===== config.mk =====
export PLATFORM = sky130hd
export DESIGN_NAME = glss_sequencer
export DESIGN_NICKNAME = d
export VERILOG_FILES = /design/src/shared/glss_pkg.sv /design/src/design/glss_sequencer.sv
export SDC_FILE = /design/constraint.sdc
export NUM_CORES = 1
export LEC_CHECK = 0
export BUFFER_PORTS_ARGS = -buffer_cell sky130_fd_sc_hd__buf_2
export CAP_MARGIN = 30
export CORE_MARGIN = 8
export CORE_UTILIZATION = 25
export CTS_CLUSTER_DIAMETER = 60
export DETAILED_ROUTE_END_ITERATION = 8
export HOLD_SLACK_MARGIN = 0.15
export PLACE_DENSITY = 0.4
export SETUP_SLACK_MARGIN = 0.02
export SYNTH_ARGS = -nofsm -noshare
export SYNTH_HDL_FRONTEND = slang
export SYNTH_SLANG_ARGS = --single-unit

===== constraint.sdc =====
create_clock -name i_core_clk -period 2.98 [get_ports i_core_clk]
set_input_delay 0.149 -clock i_core_clk [delete_from_list [all_inputs] [get_ports i_core_clk]]
set_output_delay 0.149 -clock i_core_clk [all_outputs]
set_load 0.005 [all_outputs]

===== src/shared/glss_pkg.sv =====
// shared constants and carrier types of the gate level shifter sequencer
package glss_pkg;

  // sampling clock rate and drive pair dead time
  localparam int unsigned CORE_CLK_MHZ  = 25;
  localparam int unsigned DEAD_TIME_NS  = 200;
  localparam int unsigned DEAD_CYC      = (DEAD_TIME_NS * CORE_CLK_MHZ + 999) / 1000;
  localparam logic [7:0]  DEAD_CYC_W    = 8'(DEAD_CYC);

  // phase channel indices (channel n sits at index n-1)
  localparam logic [2:0]  FWD_START_CH  = 3'h3;
  localparam logic [2:0]  REV_START_CH  = 3'h2;
  localparam logic [2:0]  LAST_CH       = 3'h5;
  localparam logic [2:0]  FIRST_CH      = 3'h0;

  // reset values
  localparam logic        EVEN_RESET    = 1'h1;
  localparam logic        DIR_RESET     = 1'h0;
  localparam logic [4:0]  SYNC_RESET    = 5'h00;

  // timing inputs from the panel controller
  typedef struct packed {
    logic shift_clock_in;
    logic shape_clock_in;
    logic frame_start_in;
    logic parity_toggle_in;
    logic direction_in;
  } glss_in_t;

  // gate driver controls
  typedef struct packed {
    logic [5:0] phase_clock_outs;
    logic [5:0] phase_shape_outs;
    logic       vertical_start_out;
    logic       reset_pulse_out;
    logic       forward_drive_out;
    logic       reverse_drive_out;
    logic       even_out;
    logic       odd_out;
  } glss_out_t;

  localparam glss_out_t OUT_RESET = '{
    phase_clock_outs:   6'h00,
    phase_shape_outs:   6'h00,
    vertical_start_out: 1'h0,
    reset_pulse_out:    1'h0,
    forward_drive_out:  1'h0,
    reverse_drive_out:  1'h0,
    even_out:           1'h1,
    odd_out:            1'h0
  };

endpackage : glss_pkg


===== src/design/glss_sequencer.sv =====
// gate level shifter sequencer: timing inputs to eighteen gate driver controls
// Functional notes
// shift clock rise raises active phase
// six phases rotate, one per shift period
// shape clock rise starts controlled discharge
// shape clock fall drives active phase low
// vertical start follows frame start, shift low
// frame start with shift low clears counters
// reset pulse follows frame start, shift high
// forward: order 4,5,6,1,2,3 from 4
// reverse: order 3,2,1,6,5,4 from 3
// latch direction on each frame start rise
// drive pair from direction and latched bit
// dead time on drive pair direction change
// vertical start truth table, low when abnormal
// reset pulse truth table, low when abnormal
// even/odd start 1/0, swap on toggle rise
// even and odd low while toggle high
// toggle high at frame start rise: abnormal
// abnormal forces phases, starts low, even high
// leave abnormal at next clean frame start
// drive pair holds last latched state
// two-flop sync and edge detect inputs
`timescale 1ns/10ps

module glss_sequencer
  import glss_pkg::*;
(
  // clock and reset
  input  wire logic      i_core_clk,
  input  wire logic      i_rstn,
  // timing inputs from the panel controller pins
  input  wire glss_in_t  i_timing,
  // gate driver controls
  output glss_out_t      o_gate
);

  logic [4:0] sync1_q;
  logic [4:0] sync2_q;
  logic [4:0] prev_q;
  glss_in_t   lvl;
  glss_in_t   rise;
  glss_in_t   fall;

  logic [2:0] pos_q;
  logic       first_q;
  logic       seq_rev_q;
  logic [5:0] drive_q;
  logic [5:0] shape_q;
  logic       abn_q;
  logic       abn_d;
  logic       new_frame;
  logic       even_q;
  logic       dir_latch_q;
  logic       want_rev;
  logic       cur_rev_q;
  logic       dead_busy_q;
  logic [7:0] dead_cnt_q;
  logic [2:0] step_pos;
  glss_out_t  out_q;

  function automatic logic [2:0] next_ch(input logic [2:0] p, input logic rev);
    if (rev) begin
      next_ch = (p == FIRST_CH) ? LAST_CH : p - 3'h1;
    end else begin
      next_ch = (p == LAST_CH) ? FIRST_CH : p + 3'h1;
    end
  endfunction : next_ch

  // pins are asynchronous to the core clock; only sync2 feeds logic
  always_ff @(posedge i_core_clk) begin
    if (!i_rstn) begin
      sync1_q <= SYNC_RESET;
      sync2_q <= SYNC_RESET;
      prev_q  <= SYNC_RESET;
    end else begin
      sync1_q <= i_timing;
      sync2_q <= sync1_q;
      prev_q  <= sync2_q;
    end
  end

  assign lvl  = sync2_q;
  assign rise = sync2_q & ~prev_q;
  assign fall = ~sync2_q & prev_q;

  // abnormal state is decided only at frame start rises
  assign abn_d = rise.frame_start_in ? lvl.parity_toggle_in : abn_q;

  always_ff @(posedge i_core_clk) begin
    if (!i_rstn) begin
      abn_q <= 1'h0;
    end else begin
      abn_q <= abn_d;
    end
  end

  // a clean frame start restarts the phase rotation
  assign new_frame = rise.frame_start_in & ~lvl.shift_clock_in;

  assign step_pos = first_q ? pos_q : next_ch(pos_q, seq_rev_q);

  always_ff @(posedge i_core_clk) begin
    if (!i_rstn) begin
      pos_q     <= FWD_START_CH;
      first_q   <= 1'h1;
      seq_rev_q <= DIR_RESET;
    end else if (new_frame) begin
      seq_rev_q <= lvl.direction_in;
      pos_q     <= lvl.direction_in ? REV_START_CH : FWD_START_CH;
      first_q   <= 1'h1;
    end else if (rise.shift_clock_in && !abn_d) begin
      pos_q     <= step_pos;
      first_q   <= 1'h0;
    end
  end

  // per channel: drive high, then discharge, then low
  // channels may overlap, so each keeps its own stage bits
  always_ff @(posedge i_core_clk) begin
    if (!i_rstn) begin
      drive_q <= 6'h00;
      shape_q <= 6'h00;
    end else if (abn_d || new_frame) begin
      drive_q <= 6'h00;
      shape_q <= 6'h00;
    end else begin
      if (rise.shift_clock_in) begin
        drive_q[step_pos] <= 1'h1;
        shape_q[step_pos] <= 1'h0;
      end
      if (rise.shape_clock_in && drive_q[pos_q]) begin
        drive_q[pos_q] <= 1'h0;
        shape_q[pos_q] <= 1'h1;
      end
      if (fall.shape_clock_in) begin
        drive_q[pos_q] <= 1'h0;
        shape_q[pos_q] <= 1'h0;
      end
    end
  end

  // even/odd state; toggle and abnormal entry both act on rises
  always_ff @(posedge i_core_clk) begin
    if (!i_rstn) begin
      even_q <= EVEN_RESET;
    end else if (abn_d) begin
      even_q <= EVEN_RESET;
    end else if (rise.parity_toggle_in) begin
      even_q <= ~even_q;
    end
  end

  // direction latch keeps the pair valid when direction pin floats
  always_ff @(posedge i_core_clk) begin
    if (!i_rstn) begin
      dir_latch_q <= DIR_RESET;
    end else if (rise.frame_start_in) begin
      dir_latch_q <= lvl.direction_in;
    end
  end

  // latched reverse only counts while no frame start rise clears it
  assign want_rev = lvl.direction_in | (dir_latch_q & ~rise.frame_start_in);

  // both low for the dead time, then the new side rises
  always_ff @(posedge i_core_clk) begin
    if (!i_rstn) begin
      cur_rev_q   <= DIR_RESET;
      dead_busy_q <= 1'h1;
      dead_cnt_q  <= DEAD_CYC_W;
    end else if (want_rev != cur_rev_q) begin
      cur_rev_q   <= want_rev;
      dead_busy_q <= 1'h1;
      dead_cnt_q  <= DEAD_CYC_W;
    end else if (dead_busy_q) begin
      if (dead_cnt_q <= 8'h01) begin
        dead_busy_q <= 1'h0;
        dead_cnt_q  <= 8'h00;
      end else begin
        dead_cnt_q  <= dead_cnt_q - 8'h01;
      end
    end
  end

  // every output is registered
  always_ff @(posedge i_core_clk) begin
    if (!i_rstn) begin
      out_q <= OUT_RESET;
    end else begin
      out_q.phase_clock_outs   <= abn_d ? 6'h00 : drive_q;
      out_q.phase_shape_outs   <= abn_d ? 6'h00 : shape_q;
      out_q.vertical_start_out <= ~abn_d & lvl.frame_start_in & ~lvl.shift_clock_in;
      out_q.reset_pulse_out    <= ~abn_d & lvl.frame_start_in & lvl.shift_clock_in;
      out_q.forward_drive_out  <= ~dead_busy_q & ~cur_rev_q & (want_rev == cur_rev_q);
      out_q.reverse_drive_out  <= ~dead_busy_q & cur_rev_q & (want_rev == cur_rev_q);
      out_q.even_out           <= abn_d | (~lvl.parity_toggle_in & even_q);
      out_q.odd_out            <= ~abn_d & ~lvl.parity_toggle_in & ~even_q;
    end
  end

  assign o_gate = out_q;

endmodule : glss_sequencer


==> results of run 1 <==
## worst register-to-register path, delay by kind of cell, from the launching register on
family / cells / cell delay, ns
compound gates: 2 / 0.38
fa+ha+maj: 1 / 0.31
buf+inv: 1 / 0.10
flops: 1 / 0.68
simple gates: 3 / 0.69
## Yosys cell counts, types with 2 or more instances
| cell | n |
|---|---|
| dfxtp_1 | 62 |
| nor2_1 | 21 |
| nand2_1 | 17 |
| a21oi_1 | 15 |
| and2_1 | 15 |
| and3_1 | 14 |
| nor3b_1 | 10 |
| clkbuf_1 | 9 |
| nor2b_1 | 9 |
| nand2b_1 | 7 |
| nor3_1 | 7 |
| buf_2 | 6 |
| inv_1 | 6 |
| mux2i_1 | 5 |
| a32o_1 | 4 |
| a21o_1 | 3 |
| a31oi_1 | 3 |
| ha_1 | 3 |
| nor3_2 | 3 |
| o21ai_0 | 3 |
| a211o_1 | 2 |
| a211oi_1 | 2 |
| a21boi_0 | 2 |
| a221oi_2 | 2 |
| a311oi_1 | 2 |
| and3b_1 | 2 |
| mux2_2 | 2 |
| nand3_1 | 2 |
| nor4_1 | 2 |
| o21a_1 | 2 |
| o311ai_1 | 2 |
| or3b_1 | 2 |
## per-layer routing
layer,global-route usage (%),vias up
met5,0,-
met4,6.14,0
met3,2.46,11
met2,13.1,25
met1,11.6,910
li1,-,1011
## through the flow
step | utilization (%) | setup WS, ns | cell area (µm²) | power (mW) | cells
floorplan | - | 0.897 | 2550 | 1.03 | 267
global placement | 27.7 | 0.821 | 2800 | 1.07 | 415
detailed placement | 27.7 | 0.750 | 2800 | 1.07 | 415
CTS | 30.3 | 0.722 | 3060 | 1.86 | 436
global route | 30.3 | 0.469 | 3060 | 1.92 | 436
finish | 30.3 | 0.735 | 3060 | 1.82 | 436
## power by group through the flow
stage | registers (mW) | logic (mW) | clock network [mW]
5_1_grt | 0.891 | 0.191 | 0.842
6_report | 0.886 | 0.169 | 0.767
3_3_place_gp | 0.905 | 0.164 | 0
2_1_floorplan | 0.891 | 0.137 | 0
4_1_cts | 0.886 | 0.172 | 0.799
3_5_place_dp | 0.906 | 0.166 | 0
## flip-flops by register name, summed over array words and instances, names as in the netlist, 3 cells and up
signal      count
dead_cnt_q      8
drive_q         6
lvl             5
o_gate         18
pos_q           3
prev_q          4
shape_q         6
sync1_q         5
## kinds of logic after synthesis
group / count (synthesis)
simple gates: 116
flops: 62
compound gates: 54
buf+inv: 22
mux: 8
fa+ha+maj: 3
xor+xnor: 2
## area by class of cell
cell class                 count  area [µm²]
timing repair buffer          33         200
multi-input combinational    183        1210
fill                        1128        7040
sequential                    62        1240
inverter                       6        22.5
clock inverter                 6        68.8
tap                          136         170
clock buffer                  10         138
## worst min-delay path by stage
| stage | end | cells past startpoint | slack, ns |
|---|---|---|---|
| detailed placement | sync1_q[0] | 2 | 0.36 |
| CTS | first_q | 2 | 0.28 |
| finish | first_q | 2 | 0.27 |
| floorplan | sync1_q[0] | 1 | 0.28 |
| global placement | sync1_q[1] | 2 | 0.36 |
| global route | first_q | 2 | 0.33 |
==> out/qor.csv, run 1 <==
stage,metric,value,unit
critical_path,CP required,3.23,ns
synth,"top cells by area, synth","dfxtp_1 (49%), and2_1 (3.7%), and3_1 (3.4%)",
timing,RSZ-0062 raised after global routing,false,
synth,Post-Synth Simple-Gate Area,26.3,%
clock_network,"Clk Latency, worst-skew pair",0.34,ns
route,routed vias/inst,4.49,
synth,register bit total from synthesis,62,
critical_path,stages on the worst setup path,7,
route,routed wl met2,2.42,mm
route,Routed WL per cell,13.0,µm
clock_network,CTS Buffer Depth,2,
route,Top Metal Used,met4,
global_route,initial antenna violation count,0,
timing,setup TNS,0,ns
die,Die W,117,µm
critical_path,Worst Path Arrival,2.49,ns
route,initial DRC count,91,
run,max-cap check violation count,0,
clock_network,post-cts repair resize count,0,
finish,most frequent cells in the layout,"dfxtp_1 (62), buf_2 (24), nor2_1 (21)",
timing,worst slew pin tran,0.772,ns
placed_design,Placer Congestion,0.729,
power,Power Internal,1.35,mW
route,DR WL met3,203,µm
route,DRC,0,
die,io pins,25,
critical_path,RR Startpoint,pos_q[2],
route,drt pass-1 iters,4,
synth,syn_nets,277,
clock_network,clock transition at the registers of the reported paths,0.07,ns
synth,Adder-Cell Fraction of Synth Area,1.47,%
synth,largest family of logic cells by synthesized area,simple AND/OR/NAND/NOR gates,
route,post-route ant nets,0,
synth,Ys Warns,0,
critical_path,Crit path buffers/inverters,1,
finish,# diodes,0,
synth,Post-Synth XOR/XNOR Area,0.687,%
route,via count,1957,
timing,period utilisation layout,75.3,%
global_route,largest net degree at the start of global routing,38,
die,initial core utilization,25.3,%
clock_network,CTS tree,done,
power,Max VDD drop,0.000238,V
placed_design,Post-DP HPWL,3.83,mm
synth,post-synthesis mux area share,3.29,%
die,# rows,37,
timing,final setup fails,0,
critical_path,crit-path leading delay family,simple AND/OR/NAND/NOR gates,
synth,number of synthesized flops with an enable pin,0,
die,Die Y,117,µm
synth,Unique masters post-synth,53,
critical_path,worst reg2reg setup slack,0.74,ns
global_route,grt ovf,0,
synth,Main synth FF type,dfxtp_1,
critical_path,nature of the critical path endpoint,flip-flop,
critical_path,FF-to-FF End,drive_q[4],
critical_path,Critical Path Start Type,flip-flop,
clock_network,CTS buffer count,9,
power,register share of total power,48.6,%
timing,Relative slew margins,48.4,%
critical_path,"Critical Path, Cell by Cell",inv_1 > ha_1 > nand2b_1 > nor4_1 > o311ai_1 > nor2b_1 > a311oi_1,
synth,"FFs w/ async S/R, synth",0,%
die,Die ar.,13700,µm²
synth,post-synthesis cell area,2550,µm²
die,core area,10100,µm²
critical_path,worst-path cell with the longest stage delay,dfxtp_1,
global_route,first-pass GRT wire length,9.40,mm
power,Net Sw Frac,26.0,%
synth,Compound-Gate Fraction of Synth Area,15.9,%
power,Psw,0.474,mW
worst_hold_path,hold_sp,i_rstn,
route,M1 wire length,2.89,mm
clock_network,CTS Sinks,62,
critical_path,Critical Path Sink,drive_q[4],
power,Clk network pwr share,42.1,%
placed_design,Port Buf Inserts,24,
power,Leak,1.29,nW
global_route,number of global-route vias before repair,1865,
clock_network,H-tree depth,3,
clock_network,Hold Buf Count CTS,5,
critical_path,Critical Path Max Stage Delay,0.68,ns
timing,Clock Skew,0.0122,ns
finish,share of layout cells above drive strength 1,18.7,%
timing,worst hold margin,0.273,ns
critical_path,Worst setup startpoint,pos_q[2],
finish,final net count,305,
critical_path,WS Path Type,reg2reg,
synth,register area share after synthesis,48.7,%
critical_path,r2r worst-path depth,7,
timing,Fmax achieved,445,MHz
finish,"commonest non-fill, non-tap cell in the layout",dfxtp_1,
power,PwrDens,596,nW/µm²
timing,Fin. Hold Viols,0,
clock_network,post-CTS setup buffer count,0,
finish,Layout area overhead,19.8,%
clock_network,Clock Tree Root,clkbuf_8,
synth,Yosys top cell area share,48.7,%
timing,Tmin final,2.24,ns
global_route,Total GRT Usage,9.10,%
synth,biggest area consumer among synthesized cells,dfxtp_1,
worst_hold_path,worst hold path type,in2reg,
power,Logic pwr share,9.3,%
timing,Slew Limit Fails,0,
status,status,completed,
route,Post-Route WL,5.66,mm
synth,synthesized instance count,267,
critical_path,worst-path fanout max,19,
synth,Synth Area per Inst,9.55,µm²
Note: power is estimated with default switching activity, not from simulation.
==> run 2, diff against run 1 <==
--- a/config.mk
+++ b/config.mk
@@ -5,6 +5,7 @@
 export SDC_FILE = /design/constraint.sdc
 export NUM_CORES = 1
 export LEC_CHECK = 0
+export ABC_AREA = 1
 export BUFFER_PORTS_ARGS = -buffer_cell sky130_fd_sc_hd__buf_2
 export CAP_MARGIN = 30
 export CORE_MARGIN = 8
@@ -12,7 +13,7 @@
 export CTS_CLUSTER_DIAMETER = 60
 export DETAILED_ROUTE_END_ITERATION = 8
 export HOLD_SLACK_MARGIN = 0.15
-export PLACE_DENSITY = 0.4
+export PLACE_DENSITY = 0.42
 export SETUP_SLACK_MARGIN = 0.02
 export SYNTH_ARGS = -nofsm -noshare
 export SYNTH_HDL_FRONTEND = slang
==> constraint.sdc (replaced) <==
create_clock -name i_core_clk -period 1.9 [get_ports i_core_clk]
set_input_delay 0.095 -clock i_core_clk [delete_from_list [all_inputs] [get_ports i_core_clk]]
set_output_delay 0.095 -clock i_core_clk [all_outputs]
set_load 0.005 [all_outputs]
==> run 2 against run 1 <==
Net effect: sequential power is 61% higher; clock-buffer cell count up 1; worst setup slack worse by 0.47 ns; first-iteration DRC count fell by 30%; non-clock buffer count decreased by 1; maximum frequency is 37% higher; worst hold slack better by 0.14 ns; critical path type unchanged; largest cell class unchanged.
==> out/qor.csv, run 2 <==
stage,metric,value,unit,change
clock_network,post-cts repair resize count,0,,unchanged
timing,worst slew pin tran,0.426,ns,-0.346 ns
placed_design,Post-DP HPWL,3.69,mm,-3.4%
synth,synthesized instance count,311,,+16%
global_route,first-pass GRT wire length,8.71,mm,-7.3%
synth,most frequent cell after synthesis,dfxtp_1,,
critical_path,Worst Path Arrival,1.86,ns,-0.63 ns
placed_design,Port Buf Inserts,24,,unchanged
route,routed vias/inst,3.93,,-12%
critical_path,nature of the critical path endpoint,flip-flop,,
synth,Synth Area per Inst,7.95,µm²,-17%
finish,# diodes,0,,unchanged
timing,final setup fails,0,,unchanged
clock_network,CTS tree,done,,
finish,FF+latch area,1240,µm²,unchanged
synth,syn_nets,321,,+16%
placed_design,dpl cell area,2750,µm²,-1.8%
die,# rows,36,,-2.7%
global_route,grt ovf,0,,unchanged
synth,Yosys top cell area share,50.2,%,+1.5 points
timing,Slew Limit Fails,0,,unchanged
timing,Tmin final,1.63,ns,-0.611 ns
clock_network,CTS buffer count,9,,unchanged
synth,register area share after synthesis,50.2,%,+1.5 points
finish,Largest register FFs,18,,unchanged
synth,biggest area consumer among synthesized cells,dfxtp_1,,
clock_network,CTS Buffer Depth,2,,unchanged
global_route,largest net degree at the start of global routing,16,,-58%
synth,"top cells by area, synth","dfxtp_1 (50%), nand2_1 (9.0%), inv_1 (8.2%)",,
timing,period utilisation layout,86.0,%,+11 points
route,via count,1912,,-2.3%
critical_path,worst-path fanout max,7,,-12
synth,Main synth FF type,dfxtp_1,,
timing,setup TNS,0,ns,unchanged
global_route,Total GRT Usage,8.44,%,-0.66 points
worst_hold_path,worst hold path type,reg2reg,,
critical_path,Critical Path Start Type,flip-flop,,
finish,share of layout cells above drive strength 1,21.8,%,+3.1 points
critical_path,CP required,2.13,ns,-1.10 ns
synth,Unique masters post-synth,33,,-38%
clock_network,CTS Sinks,62,,unchanged
global_route,number of global-route vias before repair,1945,,+4.3%
clock_network,H-tree depth,3,,unchanged
route,DRC,0,,unchanged
route,Post-Route WL,4.98,mm,-12%
power,Max VDD drop,0.000380,V,+60%
finish,area of the multi-input gates,976,µm²,-20%
route,initial DRC count,64,,-30%
power,PwrDens,973,nW/µm²,+63%
finish,Layout area overhead,21.2,%,
route,Routed WL per cell,10.2,µm,-21%
synth,register bit total from synthesis,62,,unchanged
critical_path,WS Path Type,reg2reg,,
timing,Fin. Hold Viols,0,,unchanged
status,status,completed,,
die,io pins,25,,unchanged
finish,most frequent cells in the layout,"dfxtp_1 (62), nand2_1 (59), inv_1 (54)",,
timing,Clock Skew,0.00816,ns,-0.00405 ns
route,post-route ant nets,0,,unchanged
power,Leak,1.39,nW,+7.3%
run,max-cap check violation count,0,,unchanged
synth,"FFs w/ async S/R, synth",0,%,unchanged
synth,Ys Warns,0,,unchanged
synth,number of synthesized flops with an enable pin,0,,unchanged
timing,Relative slew margins,71.5,%,+23 points
die,core area,9680,µm²,-4.0%
global_route,initial antenna violation count,0,,unchanged
timing,RSZ-0062 raised after global routing,false,,
clock_network,clock transition at the registers of the reported paths,0.07,ns,about the same
die,initial core utilization,25.5,%,+0.26 points
finish,"commonest non-fill, non-tap cell in the layout",dfxtp_1,,
finish,post-route cell area,3000,µm²,-1.9%
finish,Fillers,1009,,-11%
die,Die Y,115,µm,-1.3%
placed_design,Placer Congestion,0.875,,+20%
synth,Synth top cells by count,"dfxtp_1 (62), nand2_1 (59), inv_1 (54), nor2_1 (39), nand3_1 (13)",,
timing,Fmax achieved,612,MHz,+37%
synth,post-synthesis cell area,2470,µm²,-3.0%
finish,final net count,359,,+18%
route,drt pass-1 iters,4,,unchanged
clock_network,Clock Tree Root,clkbuf_8,,
die,Die ar.,13300,µm²,-2.6%
die,Die W,115,µm,-1.3%
clock_network,"Clk Latency, worst-skew pair",0.33,ns,about the same
-- run 2: cell types whose count changed in the layout (fill, tap and decap cells not counted), moves of 9 or more --
cell	before	now
nor2b_1	9	0
a21oi_2	0	11
nand2_1	17	59
and3_1	14	0
inv_1	6	54
nor2_1	21	39
and2_1	15	0
nor3b_1	10	0
nand3_1	2	13
-- run 2: worst paths after layout --
path / depth (start not counted) / slack (ns) / end / startpoint
max reg2reg: 10 / 0.27 / shape_q[4] / pos_q[1]
max: 10 / 0.27 / shape_q[4] / pos_q[1]
min reg2reg: 2 / 0.41 / lvl[0] / sync1_q[0]
min: 2 / 0.41 / lvl[0] / sync1_q[0]
-- run 2: where the power goes --
group	leakage (nW)	total [mW]	internal (mW)	switching, mW
combinational	0.786	0.366	0.139	0.227
sequential	0.504	1.43	1.37	0.0561
clock	0.0952	1.13	0.630	0.495
-- run 2: through the flow --
step | std cells | power (mW) | utilization [%] | hold slack, ns | setup WS (ns)
2_1_floorplan | 311 | 1.73 | - | 0.193 | 0.416
3_3_place_gp | 465 | 1.81 | 28.4 | 0.274 | 0.321
3_5_place_dp | 465 | 1.81 | 28.4 | 0.283 | 0.277
4_1_cts | 486 | 2.97 | 30.9 | 0.412 | 0.270
5_1_grt | 486 | 3.09 | 30.9 | 0.423 | 0.0781
6_report | 486 | 2.92 | 30.9 | 0.411 | 0.266
-- run 2: kinds of logic (layout without fill, tap and decap cells) --
group	Yosys count	in the layout	share of synthesized area (%)
compound gates	37	37	10.4
xor+xnor	6	6	2.13
fa+ha+maj	3	3	1.52
buf+inv	66	108	10.3
flops	62	62	50.2
simple gates	137	137	25.4
-- run 2: critical path, stage by stage, from the launching register on --
cell and delay (ns):
dfxtp_1 0.48, nor2_1 0.12, ha_1 0.29, nor2_1 0.10, nor2_1 0.05, nand2_1 0.07, nand2_2 0.10, inv_2 0.10
nand3_2 0.10, nand2_1 0.09, a21oi_2 0.04
-- run 2: repair_timing --
| item | 4_1_cts | 5_1_grt |
|---|---|---|
| setup buffers | 0 | 0 |
| hold buffers | 6 | 0 |
| setup endpoints to repair | 0 | 0 |
| hold endpoints to repair | 8 | 0 |
-- run 2: area by class of cell --
class                      instances  area share, %
sequential                        62           41.4
tap                              133           5.55
multi-input combinational        183           32.6
clock inverter                     4           1.59
timing repair buffer              32           6.51
clock buffer                      11           4.72
inverter                          61           7.64
-- run 2: routing by layer --
layer  GRT usage [%]  share of wire [%]  vias up  routed length (µm)
li1                -                  -     1030                   -
met1            9.64                 49      836                2430
met2            13.4                 44       37                2210
met3            3.44                5.4        9                 270
met4            4.03                1.5        0                  73
met5               0                  0        -                   0
